--- src/logic/can_node_pkg.sv ---
// shared constants, field layouts and carrier types of the network node
// ****************************************************************
// Overview of operation
// - ten byte control segment for cpu
// - transmit buffer: descriptor plus eight data bytes
// - two ten byte receive memories, filled alternately
// - receive next frame while cpu reads other
// - each output: drain, source, push-pull, polarity
// - logical one or idle gives recessive level
// - comparator: a above b is recessive
// - software selects single wire against reference
// - internal reference default, software can disable
// - program select pin sampled only at reset
// - internal reset causes pulse the reset pin
// - programmable bit rate, at most one megabit
// ****************************************************************
package can_node_pkg;

    // memory map of the cpu port, byte addresses
    localparam logic [4:0] SEG_BYTES = 5'h0A;
    localparam logic [4:0] TX_BASE = 5'h0A;
    localparam logic [4:0] RX_BASE = 5'h14;
    localparam logic [4:0] MAP_END = 5'h1E;
    localparam int BUF_BYTES = 10;

    // control segment slots
    localparam logic [3:0] A_CTRL = 4'h0;
    localparam logic [3:0] A_CMD = 4'h1;
    localparam logic [3:0] A_STAT = 4'h2;
    localparam logic [3:0] A_TIME0 = 4'h5;
    localparam logic [3:0] A_OUTCTL = 4'h7;
    localparam logic [3:0] A_CMPCTL = 4'h8;

    // bit positions
    localparam int CTL_RESET_REQ = 0;
    localparam int CMD_TX_REQ = 0;
    localparam int CMD_ABORT = 1;
    localparam int CMD_RELEASE = 2;
    localparam int CMD_CLR_OVR = 3;
    localparam int CMP_SINGLE = 0;
    localparam int CMP_USE_B = 1;
    localparam int CMP_EXT_REF = 2;
    localparam int OUT_B_LSB = 3;
    localparam int RTR_BIT = 4;

    // reset values
    localparam logic [7:0] CTRL_RST = 8'h01;
    localparam logic [7:0] OUTCTL_RST = 8'h1B;
    localparam logic [7:0] SEG_RST = 8'h00;

    // output stage modes
    localparam logic [1:0] OM_FLOAT = 2'h0;
    localparam logic [1:0] OM_OPEN_DRAIN = 2'h1;
    localparam logic [1:0] OM_OPEN_SOURCE = 2'h2;
    localparam logic [1:0] OM_PUSH_PULL = 2'h3;

    // frame layout in bits, data length in bytes
    localparam logic [6:0] DESC_BITS = 7'h10;
    localparam logic [6:0] ARB_BITS = 7'h0C;
    localparam logic [3:0] MAX_DATA = 4'h8;
    localparam logic [2:0] STUFF_RUN = 3'h5;
    localparam logic [2:0] EOF_BITS = 3'h7;

    // timing
    localparam int CLK_NS = 8;
    localparam int BIT_MIN_NS = 1000;
    localparam int BIT_MIN_CYC = (BIT_MIN_NS + CLK_NS - 1) / CLK_NS;
    localparam int TQ_PER_BIT = 8;
    localparam logic [2:0] TQ_LAST = 3'(TQ_PER_BIT - 1);
    localparam logic [2:0] SAMPLE_TQ = 3'h5;
    localparam logic [7:0] MIN_BRP =
        8'((BIT_MIN_CYC + TQ_PER_BIT - 1) / TQ_PER_BIT - 1);
    localparam int RST_PULSE_NS = 1000;
    localparam logic [7:0] RST_PULSE_CYC =
        8'((RST_PULSE_NS + CLK_NS - 1) / CLK_NS);

    typedef struct packed {
        logic invert;
        logic [1:0] mode;
    } out_cfg_t;

    typedef struct packed {
        logic bus_off;
        logic error;
        logic tx_busy;
        logic rx_busy;
        logic tx_done;
        logic tx_access;
        logic overrun;
        logic rx_ready;
    } status_t;

endpackage

--- src/logic/can_node.sv ---
// network node: cpu buffers, bit engine, line interface
module can_node (
    input wire logic core_clk,
    input wire logic rst_n,
    input wire logic [4:0] mem_addr,
    input wire logic mem_wr,
    input wire logic [7:0] mem_wdata,
    output logic [7:0] mem_rdata,
    input wire logic cmp_a_vs_b,
    input wire logic cmp_a_vs_ref,
    input wire logic cmp_ref_vs_b,
    output logic line_out_a,
    output logic line_out_a_oe_n,
    output logic line_out_b,
    output logic line_out_b_oe_n,
    output logic ref_gen_en,
    input wire logic external_program_select,
    output logic program_from_external,
    input wire logic wdt_expire,
    input wire logic pd_wake,
    output logic rst_pin_out,
    output logic rst_pin_oe_n
);
    typedef enum logic [1:0] {ST_IDLE, ST_SOF, ST_FRAME, ST_EOF} state_t;

    // ****************************************************************
    // storage
    // ****************************************************************
    localparam int BUF_BYTES_L = can_node_pkg::BUF_BYTES;
    logic [7:0] seg_q [BUF_BYTES_L];
    logic [7:0] tx_mem [BUF_BYTES_L];
    logic [7:0] rx_mem [2][BUF_BYTES_L];
    logic [7:0] mem_rdata_q;
    logic [3:0] sync1_q, sync2_q;
    logic prog_sel_q, prog_done_q, ref_en_q;
    logic [7:0] rst_cnt_q;
    logic rst_oe_n_q;
    state_t state_q;
    logic [7:0] presc_q;
    logic [2:0] tq_q, run_q, eof_q;
    logic [6:0] bit_cnt_q, frame_bits_q;
    logic [7:0] shift_q;
    logic last_q, rx_prev_q, tx_bit_q, tx_active_q, tx_pending_q;
    logic tx_done_q, overrun_q, err_q, keep_q;
    logic wr_bank_q, rd_bank_q;
    logic [1:0] rx_full_q;

    // ****************************************************************
    // cpu port decode
    // ****************************************************************
    wire in_seg = mem_addr < can_node_pkg::SEG_BYTES;
    wire in_tx = !in_seg && mem_addr < can_node_pkg::RX_BASE;
    wire in_rx = mem_addr >= can_node_pkg::RX_BASE
        && mem_addr < can_node_pkg::MAP_END;
    wire [3:0] seg_idx = mem_addr[3:0];
    wire [3:0] tx_idx = 4'(mem_addr - can_node_pkg::TX_BASE);
    wire [3:0] rx_idx = 4'(mem_addr - can_node_pkg::RX_BASE);
    wire cmd_wr = mem_wr && in_seg && seg_idx == can_node_pkg::A_CMD;
    wire tx_req = cmd_wr && mem_wdata[can_node_pkg::CMD_TX_REQ];
    wire abort = cmd_wr && mem_wdata[can_node_pkg::CMD_ABORT];
    wire release_rx = cmd_wr && mem_wdata[can_node_pkg::CMD_RELEASE];
    wire clr_ovr = cmd_wr && mem_wdata[can_node_pkg::CMD_CLR_OVR];
    wire seg_wr = mem_wr && in_seg && seg_idx != can_node_pkg::A_CMD
        && seg_idx != can_node_pkg::A_STAT;
    // buffer is locked while a frame waits, so a queued frame stays intact
    wire tx_wr = mem_wr && in_tx && !tx_pending_q;
    wire reset_req = seg_q[can_node_pkg::A_CTRL][can_node_pkg::CTL_RESET_REQ];
    wire [7:0] cmp_cfg = seg_q[can_node_pkg::A_CMPCTL];
    wire [7:0] out_cfg = seg_q[can_node_pkg::A_OUTCTL];

    can_node_pkg::status_t status;
    assign status = '{bus_off: 1'b0, error: err_q,
        tx_busy: tx_active_q, rx_busy: state_q != ST_IDLE,
        tx_done: tx_done_q, tx_access: !tx_pending_q,
        overrun: overrun_q, rx_ready: rx_full_q[rd_bank_q]};

    // cpu reads the older full bank while the engine fills the other
    wire [7:0] seg_rd = (seg_idx == can_node_pkg::A_STAT) ? status
        : (seg_idx == can_node_pkg::A_CMD) ? 8'h00 : seg_q[seg_idx];
    wire [7:0] rd_mux = in_seg ? seg_rd : in_tx ? tx_mem[tx_idx]
        : in_rx ? rx_mem[rd_bank_q][rx_idx] : 8'h00;

    // ten byte control segment, command and status not stored
    always_ff @(posedge core_clk or negedge rst_n)
    begin
        if (!rst_n)
        begin
            for (int i = 0; i < BUF_BYTES_L; i++)
                seg_q[i] <= can_node_pkg::SEG_RST;
            seg_q[can_node_pkg::A_CTRL] <= can_node_pkg::CTRL_RST;
            seg_q[can_node_pkg::A_OUTCTL] <= can_node_pkg::OUTCTL_RST;
        end
        else if (seg_wr)
            seg_q[seg_idx] <= mem_wdata;
    end

    always_ff @(posedge core_clk or negedge rst_n)
    begin
        if (!rst_n)
            mem_rdata_q <= 8'h00;
        else
            mem_rdata_q <= rd_mux;
    end

    // ****************************************************************
    // line interface
    // ****************************************************************
    // pins pass two flops before any logic looks at them
    always_ff @(posedge core_clk)
    begin
        sync1_q <= {external_program_select, cmp_ref_vs_b,
            cmp_a_vs_ref, cmp_a_vs_b};
        sync2_q <= sync1_q;
    end

    // single wire: one line against the reference, survives a broken wire
    wire rx_bit = !cmp_cfg[can_node_pkg::CMP_SINGLE] ? sync2_q[0]
        : cmp_cfg[can_node_pkg::CMP_USE_B] ? sync2_q[2]
        : sync2_q[1];

    // the select pin is caught once, on the first edge after release
    always_ff @(posedge core_clk or negedge rst_n)
    begin
        if (!rst_n)
        begin
            prog_sel_q <= 1'b0;
            prog_done_q <= 1'b0;
            ref_en_q <= 1'b1;
        end
        else
        begin
            if (!prog_done_q)
                prog_sel_q <= !sync2_q[3];
            prog_done_q <= 1'b1;
            ref_en_q <= !cmp_cfg[can_node_pkg::CMP_EXT_REF];
        end
    end

    // internal reset causes stretch a low pulse onto the reset pin
    always_ff @(posedge core_clk or negedge rst_n)
    begin
        if (!rst_n)
        begin
            rst_cnt_q <= 8'h00;
            rst_oe_n_q <= 1'b1;
        end
        else
        begin
            if (wdt_expire || pd_wake)
                rst_cnt_q <= can_node_pkg::RST_PULSE_CYC;
            else if (rst_cnt_q != 8'h00)
                rst_cnt_q <= rst_cnt_q - 8'h01;
            rst_oe_n_q <= !(wdt_expire || pd_wake || rst_cnt_q > 8'h01);
        end
    end

    can_node_pkg::out_cfg_t drv_cfg [2];
    logic [1:0] pin_o, pin_oe_n;
    assign drv_cfg[0] = out_cfg[2:0];
    assign drv_cfg[1] = out_cfg[can_node_pkg::OUT_B_LSB +: 3];

    // both outputs carry the same bit, each with its own stage setting
    for (genvar g = 0; g < 2; g++)
    begin : g_drv
        line_driver u_drv (
            .core_clk(core_clk),
            .rst_n(rst_n),
            .cfg(drv_cfg[g]),
            .tx_bit(tx_bit_q),
            .pin_out(pin_o[g]),
            .pin_oe_n(pin_oe_n[g])
        );
    end

    // ****************************************************************
    // bit timing
    // ****************************************************************
    // prescaler clamped so a bit never runs faster than the limit
    wire [7:0] brp_raw = seg_q[can_node_pkg::A_TIME0];
    wire [7:0] brp = (brp_raw < can_node_pkg::MIN_BRP)
        ? can_node_pkg::MIN_BRP : brp_raw;
    wire tq_en = presc_q == brp;
    wire fall = state_q == ST_IDLE && rx_prev_q && !rx_bit;
    wire sample = tq_en && tq_q == can_node_pkg::SAMPLE_TQ;
    wire bit_start = tq_en && tq_q == can_node_pkg::TQ_LAST;

    // hard sync on a start edge realigns the bit grid
    always_ff @(posedge core_clk or negedge rst_n)
    begin
        if (!rst_n)
        begin
            presc_q <= 8'h00;
            tq_q <= 3'h0;
            rx_prev_q <= 1'b1;
        end
        else
        begin
            rx_prev_q <= rx_bit;
            presc_q <= (tq_en || fall) ? 8'h00 : presc_q + 8'h01;
            if (fall)
                tq_q <= 3'h0;
            else if (tq_en)
                tq_q <= tq_q + 3'h1;
        end
    end

    // ****************************************************************
    // frame engine
    // ****************************************************************
    wire in_frame = state_q == ST_FRAME;
    wire stuff_slot = run_q == can_node_pkg::STUFF_RUN;
    wire [3:0] byte_idx = bit_cnt_q[6:3];
    wire [7:0] new_byte = {shift_q[6:0], rx_bit};
    wire data_sample = sample && in_frame && !stuff_slot;
    wire byte_done = data_sample && bit_cnt_q[2:0] == 3'h7;
    wire last_bit = data_sample && bit_cnt_q == frame_bits_q - 7'h01;
    wire [3:0] dlc = new_byte[3:0] > can_node_pkg::MAX_DATA
        ? can_node_pkg::MAX_DATA : new_byte[3:0];
    wire [3:0] ndata = new_byte[can_node_pkg::RTR_BIT] ? 4'h0 : dlc;
    wire tx_data = tx_mem[byte_idx][3'h7 - bit_cnt_q[2:0]];
    wire next_tx = stuff_slot ? !last_q : tx_data;
    // a recessive bit overwritten during arbitration means we lost
    wire arb_lost = data_sample && tx_active_q && bit_cnt_q
        < can_node_pkg::ARB_BITS && tx_bit_q && !rx_bit;
    wire stuff_err = sample && in_frame && stuff_slot && rx_bit == last_q;
    wire bit_err = sample && tx_active_q && !arb_lost
        && state_q != ST_IDLE && rx_bit != tx_bit_q;
    wire eof_err = sample && state_q == ST_EOF && !rx_bit;
    wire frame_err = stuff_err || bit_err || eof_err;
    wire frame_ok = sample && state_q == ST_EOF && rx_bit
        && eof_q == can_node_pkg::EOF_BITS - 3'h1;
    wire tx_start = state_q == ST_IDLE && tx_pending_q && !tx_active_q
        && !reset_req && bit_start && rx_bit;

    // buffers hold no control state, so they need no reset
    always_ff @(posedge core_clk)
    begin
        if (tx_wr)
            tx_mem[tx_idx] <= mem_wdata;
        if (byte_done && keep_q)
            rx_mem[wr_bank_q][byte_idx] <= new_byte;
    end

    // bit counters and receive shifter, stuff bits never counted
    always_ff @(posedge core_clk or negedge rst_n)
    begin
        if (!rst_n)
        begin
            state_q <= ST_IDLE;
            bit_cnt_q <= 7'h00;
            frame_bits_q <= can_node_pkg::DESC_BITS;
            run_q <= 3'h0;
            last_q <= 1'b1;
            shift_q <= 8'h00;
            eof_q <= 3'h0;
        end
        else if (reset_req || frame_err || frame_ok)
            state_q <= ST_IDLE;
        else if (fall)
            state_q <= ST_SOF;
        else if (sample && state_q == ST_SOF)
        begin
            state_q <= rx_bit ? ST_IDLE : ST_FRAME;
            bit_cnt_q <= 7'h00;
            frame_bits_q <= can_node_pkg::DESC_BITS;
            run_q <= 3'h1;
            last_q <= 1'b0;
        end
        else if (sample && in_frame)
        begin
            run_q <= (rx_bit == last_q) ? run_q + 3'h1 : 3'h1;
            last_q <= rx_bit;
            if (!stuff_slot)
            begin
                shift_q <= new_byte;
                bit_cnt_q <= bit_cnt_q + 7'h01;
                if (byte_done && byte_idx == 4'h1)
                    frame_bits_q <= can_node_pkg::DESC_BITS
                        + {ndata[3:0], 3'h0};
                if (last_bit)
                begin
                    state_q <= ST_EOF;
                    eof_q <= 3'h0;
                end
            end
        end
        else if (sample && state_q == ST_EOF)
            eof_q <= eof_q + 3'h1;
    end

    // transmit side drives its bit at each bit boundary
    always_ff @(posedge core_clk or negedge rst_n)
    begin
        if (!rst_n)
        begin
            tx_bit_q <= 1'b1;
            tx_active_q <= 1'b0;
            tx_pending_q <= 1'b0;
            tx_done_q <= 1'b0;
        end
        else
        begin
            if (tx_start)
            begin
                tx_active_q <= 1'b1;
                tx_bit_q <= 1'b0;
            end
            else if (arb_lost || frame_err || reset_req || frame_ok)
            begin
                tx_active_q <= 1'b0;
                tx_bit_q <= 1'b1;
            end
            else if (bit_start && in_frame)
                tx_bit_q <= tx_active_q ? next_tx : 1'b1;
            else if (bit_start && state_q == ST_EOF)
                tx_bit_q <= 1'b1;
            // a frame already on the wire is not stopped by abort
            if (frame_ok && tx_active_q)
                tx_pending_q <= 1'b0;
            else if (tx_req)
                tx_pending_q <= 1'b1;
            else if (abort && !tx_active_q)
                tx_pending_q <= 1'b0;
            if (frame_ok && tx_active_q)
                tx_done_q <= 1'b1;
            else if (tx_req)
                tx_done_q <= 1'b0;
        end
    end

    // alternate banks; a new frame lands only in a free bank
    wire commit = frame_ok && keep_q && !tx_active_q;
    wire drop = frame_ok && !keep_q && !tx_active_q;
    wire do_release = release_rx && rx_full_q[rd_bank_q];
    always_ff @(posedge core_clk or negedge rst_n)
    begin
        if (!rst_n)
        begin
            wr_bank_q <= 1'b0;
            rd_bank_q <= 1'b0;
            rx_full_q <= 2'h0;
            keep_q <= 1'b0;
            overrun_q <= 1'b0;
            err_q <= 1'b0;
        end
        else
        begin
            if (sample && state_q == ST_SOF)
                keep_q <= !rx_full_q[wr_bank_q];
            if (commit)
            begin
                rx_full_q[wr_bank_q] <= 1'b1;
                wr_bank_q <= !wr_bank_q;
            end
            if (do_release)
            begin
                rx_full_q[rd_bank_q] <= 1'b0;
                rd_bank_q <= !rd_bank_q;
            end
            // a new event wins over a clear in the same cycle
            overrun_q <= drop || (overrun_q && !clr_ovr);
            err_q <= frame_err || (err_q && !tx_req);
        end
    end

    // ****************************************************************
    // outputs
    // ****************************************************************
    assign mem_rdata = mem_rdata_q;
    assign line_out_a = pin_o[0];
    assign line_out_a_oe_n = pin_oe_n[0];
    assign line_out_b = pin_o[1];
    assign line_out_b_oe_n = pin_oe_n[1];
    assign ref_gen_en = ref_en_q;
    assign program_from_external = prog_sel_q;
    assign rst_pin_out = 1'b0; // open drain: only ever pulls low
    assign rst_pin_oe_n = rst_oe_n_q;
endmodule // can_node

--- src/logic/line_driver.sv ---
// one programmable transmit output stage
module line_driver (
    input wire logic core_clk,
    input wire logic rst_n,
    input wire can_node_pkg::out_cfg_t cfg,
    input wire logic tx_bit,
    output logic pin_out,
    output logic pin_oe_n
);
    logic level;
    logic drive;

    // polarity first, then mode decides which levels are driven
    assign level = tx_bit ^ cfg.invert;
    assign drive = (cfg.mode == can_node_pkg::OM_PUSH_PULL)
        || (cfg.mode == can_node_pkg::OM_OPEN_DRAIN && !level)
        || (cfg.mode == can_node_pkg::OM_OPEN_SOURCE && level);

    // released pin at reset so the bus stays recessive
    always_ff @(posedge core_clk or negedge rst_n)
    begin
        if (!rst_n)
        begin
            pin_out <= 1'b0;
            pin_oe_n <= 1'b1;
        end
        else
        begin
            pin_out <= level;
            pin_oe_n <= !drive;
        end
    end
endmodule // line_driver
--- config.mk ---
export PLATFORM = sky130hd
export DESIGN_NAME = can_node
export DESIGN_NICKNAME = d
export VERILOG_FILES = /design/src/logic/can_node_pkg.sv /design/src/logic/can_node.sv /design/src/logic/line_driver.sv
export SDC_FILE = /design/constraint.sdc
export NUM_CORES = 1
export LEC_CHECK = 0
export BUFFER_PORTS_ARGS = -buffer_cell sky130_fd_sc_hd__buf_4
export CORE_MARGIN = 2
export CORE_UTILIZATION = 45
export CTS_CLUSTER_SIZE = 20
export DETAILED_ROUTE_END_ITERATION = 10
export PLACE_DENSITY = 0.62
export SLEW_MARGIN = 5
export SYNTH_ARGS = -nofsm -noshare
export SYNTH_HDL_FRONTEND = slang
export SYNTH_SLANG_ARGS = --single-unit
--- constraint.sdc ---
create_clock -name core_clk -period 3.4 [get_ports core_clk]
set_input_delay 0.68 -clock core_clk [delete_from_list [all_inputs] [get_ports core_clk]]
set_output_delay 0.68 -clock core_clk [all_outputs]
set_load 0.02 [all_outputs]
Word-level counts from Yosys, hierarchy flattened
Memory sizes are Yosys's and may differ from the RTL's.
Index checks and enable logic that the tools add are counted.
{"block": "op_classes", "n_addsub": 11, "order_cmp": 18, "eq_ne": 27, "muxes": 78, "n_bitwise": 12, "n_reduce_logical": 118}
{"op": "2-to-1 mux 8 bit", "n": 15}
{"op": "bitwise mux 80 bit", "n": 1}
{"op": "2-to-1 mux 80 bit", "n": 1}
{"op": "binary-select mux 8 bit (select 4 bit)", "n": 2}
{"op": "demux 8 bit (select 4 bit)", "n": 2}
{"op": "logical AND 1 bit", "n": 61}
{"op": "2-to-1 mux 7 bit", "n": 7}
{"op": "2-to-1 mux 1 bit", "n": 27}
{"op": "2-to-1 mux 3 bit", "n": 9}
{"op": "logical NOT 1 bit", "n": 21}
{"op": ">= comparator 5 bit (second input constant)", "n": 4}
{"op": "2-to-1 mux 2 bit", "n": 9}
{"op": "logical OR 1 bit", "n": 16}
{"op": "nonzero test 2 bit", "n": 8}
{"op": "equality test 3 bit (second input constant)", "n": 5}
{"op": "inverter 4 -> 5 bit", "n": 3}
{"op": "equality test 2 bit (second input constant)", "n": 6}
{"op": "nonzero test 4 bit", "n": 3}
{"op": "less-than comparator 5 x 1 -> 1 bit (second input constant)", "n": 2}
{"op": "less-than comparator 5 bit (second input constant)", "n": 2}
{"op": "AND reduction 5 bit", "n": 2}
{"op": "adder 3 x 1 -> 3 bit (second input constant)", "n": 3}
{"op": "adder 8 x 1 -> 8 bit (second input constant)", "n": 1}
{"op": "equality test 4 x 1 -> 1 bit (second input constant)", "n": 2}
{"op": "other kinds (39)", "n": 52}
{"block": "totals", "regBits": 165, "ramBits": 240, "inputBits": 22, "out_inout_bits": 16, "elab_cells": 308, "n_memories": 2}
{"name": "rx_mem", "words": 2, "word_bits": 80, "rd": 1, "rd_ports_with_merged_regs": 0, "wr": 1, "line_no": "can_node.sv:32", "rtl": "logic [7:0] rx_mem [2][BUF_BYTES_L];"}
{"name": "tx_mem", "words": 10, "word_bits": 8, "rd": 2, "rd_ports_with_merged_regs": 0, "wr": 1, "line_no": "can_node.sv:31", "rtl": "logic [7:0] tx_mem [BUF_BYTES_L];"}

Depth between registers and ports, before layout
{"block": "depth", "depth_word": 21, "ltp_mapped": 11, "mapped_depth_nobuf": 9}

Hierarchy
Synthesis repeated with hierarchy kept, for this count alone.
{"block": "unflattened", "hier_cells": 1134, "hier_area_um2": 17817.1}
{"module": "can_node", "n_inst": 1, "cells_per_inst": 1126, "area_each_um2": 17677.0, "seq_area_each_um2": 11134.4}
{"module": "line_driver", "n_inst": 2, "cells_per_inst": 4, "area_each_um2": 70.1, "seq_area_each_um2": 51.3}

Least setup slack after synthesis
No wires, ideal clock.
{"block": "synth_path", "kind": "input to register", "startpoint": "input port mem_addr[1]", "endpoint": "memory tx_mem[6][0] (enable)", "setup_time_ps": 395, "arrival_time_ps": 3141, "t_required_ps": 3005, "slack_ps": -136, "cell_stages": 7, "path_buffers": 2, "path_cell_list": "buf_2 buf_2 inv_1 ha_1 o31ai_2 nand3b_1 nor4_1"}
{"block": "synth_between", "elab_chain_cells": 7, "word_cells_on_any_way": 9, "cone_classes": "add/sub: 1; order compare: 2; mux: 2; reduce/logical: 4"}
{"item": "start, declared", "line_no": "can_node.sv:5", "rtl": "input wire logic [4:0] mem_addr,"}
{"item": "less-than comparator 5 x 4 -> 1 bit", "line_no": "can_node.sv:51", "rtl": "wire in_seg = mem_addr < can_node_pkg::SEG_BYTES;"}
{"item": "logical NOT 1 bit", "line_no": "can_node.sv:52", "rtl": "wire in_tx = !in_seg && mem_addr < can_node_pkg::RX_BASE;"}
{"item": "logical AND 1 bit", "line_no": "can_node.sv:52"}
{"item": "logical AND 1 bit (2 in a row)", "line_no": "can_node.sv:66", "rtl": "wire tx_wr = mem_wr && in_tx && !tx_pending_q;"}
{"item": "2-to-1 mux 1 bit", "line_no": "can_node.sv:238", "rtl": "if (tx_wr)"}
{"item": "2-to-1 mux 1 bit (not written as such)", "line_no": "can_node.sv:239", "rtl": "tx_mem[tx_idx] <= mem_wdata;"}
{"item": "end, declared", "line_no": "can_node.sv:31"}
Parallel ways exist; a longest one is shown, timed or not.

Worst setup path after layout
{"block": "layout_path", "startpoint": "register seg_q, in the netlist brp_raw[7]", "endpoint": "memory rx_mem[0][79] (netlist bit) (enable)"}
{"block": "layout_between", "elab_chain_cells": 10}
{"item": "start, declared", "line_no": "can_node.sv:30", "rtl": "logic [7:0] seg_q [BUF_BYTES_L];"}
{"item": "start signal, assigned by index", "line_no": "can_node.sv:89", "rtl": "seg_q[i] <= can_node_pkg::SEG_RST;"}
{"item": "start signal, assigned by index", "line_no": "can_node.sv:90", "rtl": "seg_q[can_node_pkg::A_CTRL] <= can_node_pkg::CTRL_RST;"}
{"item": "start signal, assigned by index", "line_no": "can_node.sv:91", "rtl": "seg_q[can_node_pkg::A_OUTCTL] <= can_node_pkg::OUTCTL_RST;"}
{"item": "less-than comparator 8 x 4 -> 1 bit", "line_no": "can_node.sv:180", "rtl": "wire [7:0] brp = (brp_raw < can_node_pkg::MIN_BRP)"}
{"item": "2-to-1 mux 8 bit *", "line_no": "can_node.sv:181", "rtl": "? can_node_pkg::MIN_BRP : brp_raw;"}
{"item": "equality test 8 bit *", "line_no": "can_node.sv:182", "rtl": "wire tq_en = presc_q == brp;"}
{"item": "logical AND 1 bit *", "line_no": "can_node.sv:184", "rtl": "wire sample = tq_en && tq_q == can_node_pkg::SAMPLE_TQ;"}
{"item": "logical AND 1 bit * (2 in a row)", "line_no": "can_node.sv:214", "rtl": "wire data_sample = sample && in_frame && !stuff_slot;"}
{"item": "logical AND 1 bit *", "line_no": "can_node.sv:215", "rtl": "wire byte_done = data_sample && bit_cnt_q[2:0] == 3'h7;"}
{"item": "logical AND 1 bit *", "line_no": "can_node.sv:240", "rtl": "if (byte_done && keep_q)"}
{"item": "2-to-1 mux 1 bit *", "line_no": "can_node.sv:240"}
{"item": "2-to-1 mux 80 bit (not written as such) *", "line_no": "can_node.sv:241", "rtl": "rx_mem[wr_bank_q][byte_idx] <= new_byte;"}
{"item": "end, declared", "line_no": "can_node.sv:32"}
Every way passes the cells marked *; elsewhere a longest branch is shown, timed or not.

==> flow_summary.yaml <==
setup_path:
  worstPathArrival_ns: 3.31
  start_kind: "register"
  worstPathMaxFanout: 8
  r2r_slack_ns: 0.35
  regToRegEndpoint: "rx_mem[0][79]"
  crit_path_end_kind: "register"
  setup.worst_path.class: "reg2reg"
  worstPathRequired_ns: 3.66
  rr_startpoint: "brp_raw[7]"
  r2r_cells: 8
synth:
  synthMuxAreaShare: 0.1882
  synth_top_family_by_area: "multiplexers"
  synthSimpleGateAreaFrac: 0.06952
  yosys.area_share.xor_xnor: 0.01375
  synth_edf_count: 240
  synth-compound-area-share: 0.05984
  ys_seq_elements: 402
  async_flop_share: 0.3831
  syn-num-nets: 1193
  ys.flop_type: "edfxtp_1"
  ys_types: 71
  yosys_warnings: 0
  synth_cells: 1152
  synth_area_per_cell_sq_um: 15.48
  synthAdderAreaFrac: 0.01333
  yosysSeqAreaShare: 0.6300
  syn_area_sq_mm: 0.01784
timing:
  setup-tns-final_ns: 0
  fin_skew_ns: 0.01889
  drv_slew: 0
  fin_crit_ns: 3.051
  finalHoldViolations: 0
  relSlewSlack: 0.4958
  setup_ws_ns: 0.3492
  rsz0062_at_grt: "no"
  tightest_slew_ns: 0.7564
  setup_viol: 0
  max_freq_mhz: 327.8
  finalCritPeriodShare: 0.8973
placement:
  io_buffers: 36
  place_ws_ns: 0.2110
  gp_congestion: 0.8211
  dp_hpwl_um: 28620
  place_area_sq_mm: 0.01904
clock_network:
  cts_max_path_buffers: 3
  clockRootBuffer: "clkbuf_16"
  cts_hold_buffers: 0
  clk_pin_slew_worst_paths_ns: 0.06
  cts-htree-levels: 2
  cts_resized: 0
  clock-sinks: 402
  postCtsSetupRepairBufs: 0
  cts_tree: "yes"
  cts_buffers: 44
  clock_latency_ns: 0.56
drt:
  drt-total-wl_um: 41970
  wl_per_cell_um: 23.52
  top_layer_used: "met5"
  wl_met2_um: 19090
  wl_met3_um: 2253
  firstDrtPassIters: 5
  wl_met1_um: 19650
  drc_errors: 0
  drtIter0Drc: 806
  drtAntennaViolNets: 0
  vias_per_cell: 5.795
  vias: 10340
floorplanning:
  dieWidth_um: 203.1
  core_sq_mm: 0.03892
  die_area_sq_mm: 0.04124
  die_h_um: 203.1
  row_count: 72
  initial_core_util: 0.4583
  boundaryPins: 38
global_routing:
  first_global_vias: 10440
  grt_max_degree: 74
  antenna_found_initial: 1
  grt_overflow: 0
  track_usage: 0.2101
  grt_pass1_wl_um: 64850
run:
  cap_violations: 0
run_status:
  status: "finished clean"
power_and_ir_drop:
  powerDensity_mw_per_mm2: 555.1
  irDropWorstVdd_uv: 395.8
  p_leak_nw: 7.314
  p_total_mw: 11.35
finish:
  syn_to_final_growth_pct: 14.62
  drive_above_1_share: 0.2946
  final_core_util: 0.5253
  num_antenna_cells: 0
  nets: 1274
  final_design_area_no_fill_sq_mm: 0.02044
hold_path:
  hp-class: "in2async"
cell type report:
type | instances | area (sq um)
clock inverter | 15 | 172.7
inverter | 30 | 112.6
multi-input combinational | 645 | 6173
clock buffer | 64 | 1227
sequential | 402 | 11240
tap | 518 | 648.1
fill | 3192 | 18470
timing repair buffer | 110 | 870.8
state kept, by name, summed over array words and instances (netlist names), 3 cells and up:
name          count
rx_mem          160
tx_mem           80
seg_q            55
brp_raw           8
cmp_cfg           8
mem_rdata         8
out_cfg           8
presc_q           8
rst_cnt_q         8
bit_cnt_q         7
shift_q           7
frame_bits_q      4
sync1_q           4
sync2_q           4
eof_q             3
run_q             3
tq_q              3
metal layers:
layer | track usage | vias up
met2 | 0.3158 | 287
met3 | 0.03194 | 69
met5 | 0 | -
met1 | 0.3175 | 5364
li1 | - | 4617
met4 | 0.06413 | 2
kinds of logic (layout without fill, tap and decap cells):
group	count (synthesis)	after routing
compound gates	156	156
xor+xnor	28	28
fa+ha+maj	19	19
buf+inv	105	219
flops	402	402
mux	212	212
other cells	2	2
simple gates	228	228
cell usage in the layout, fill, tap and decap left out, drive strengths merged, types with 32 or more instances in the layout:
master and count:
a21oi 34, buf 110, clkbuf 64, dfrtp 141, edfxtp 240, mux2 77, mux2i 44, mux4 91
nand2 38, nor2 57, o21ai 32
worst max-delay path by stage:
stage                                to  cells past startpoint  slack (ns)        start
after floorplan            tx_mem[9][0]                      8        0.05  mem_addr[1]
final                     rx_mem[0][79]                      8        0.35   brp_raw[7]
after global placement     mem_rdata[2]                      7        0.21  mem_addr[1]
after global routing      rx_mem[1][46]                     10        0.13      tq_q[1]
after detailed placement   mem_rdata[3]                      6        0.21  mem_addr[0]
after CTS                 rx_mem[0][79]                      8        0.37   brp_raw[7]
through the flow:
step	hold slack [ns]	instances
final	0.1604	1784
after global routing	0.2121	1784
after CTS	0.1837	1784
after detailed placement	0.3146	1705
after global placement	0.3145	1705
after floorplan	0.3096	1152
Yosys cell counts, drive strengths merged, types with 6 or more instances:
cell	instances	share of area
edfxtp	240	0.40
dfrtp	141	0.20
mux4	91	0.11
mux2	77	0.049
nor2	57	0.012
mux2i	44	0.025
clkbuf	41	0.0086
nand2	38	0.0080
a21oi	34	0.0098
buf	34	0.010
o21ai	32	0.0090
inv	29	0.0061
nor3	27	0.0084
ha	19	0.013
nand3	19	0.0059
nor2b	19	0.0067
xnor2	16	0.0079
a211oi	14	0.0059
dfstp	13	0.019
a22oi	12	0.0051
xor2	12	0.0059
or3	10	0.0038
nand4	9	0.0032
nor4	9	0.0052
o22ai	9	0.0032
a22o	8	0.0039
a31oi	8	0.0028
dfxtp	8	0.0090
nand2b	8	0.0028
and3	7	0.0025
or2	7	0.0025
o211ai	6	0.0025
where the power goes:
part	total, mW	leakage (nW)	internal, mW	switching (mW)
Sequential	5.60	4.01	5.40	0.197
Combinational	1.09	2.62	0.467	0.626
Clock	4.66	0.683	2.80	1.86
critical path, stage by stage, from the launching register on:
cell and delay (ns):
dfrtp_1 0.46, nor4_4 0.46, nor2_1 0.09, xor2_1 0.35
and3_1 0.25, nand4b_1 0.28, or3_1 0.45, nor3_1 0.17
buf_4 0.22
No activity file was read; power rests on OpenSTA's default activity.
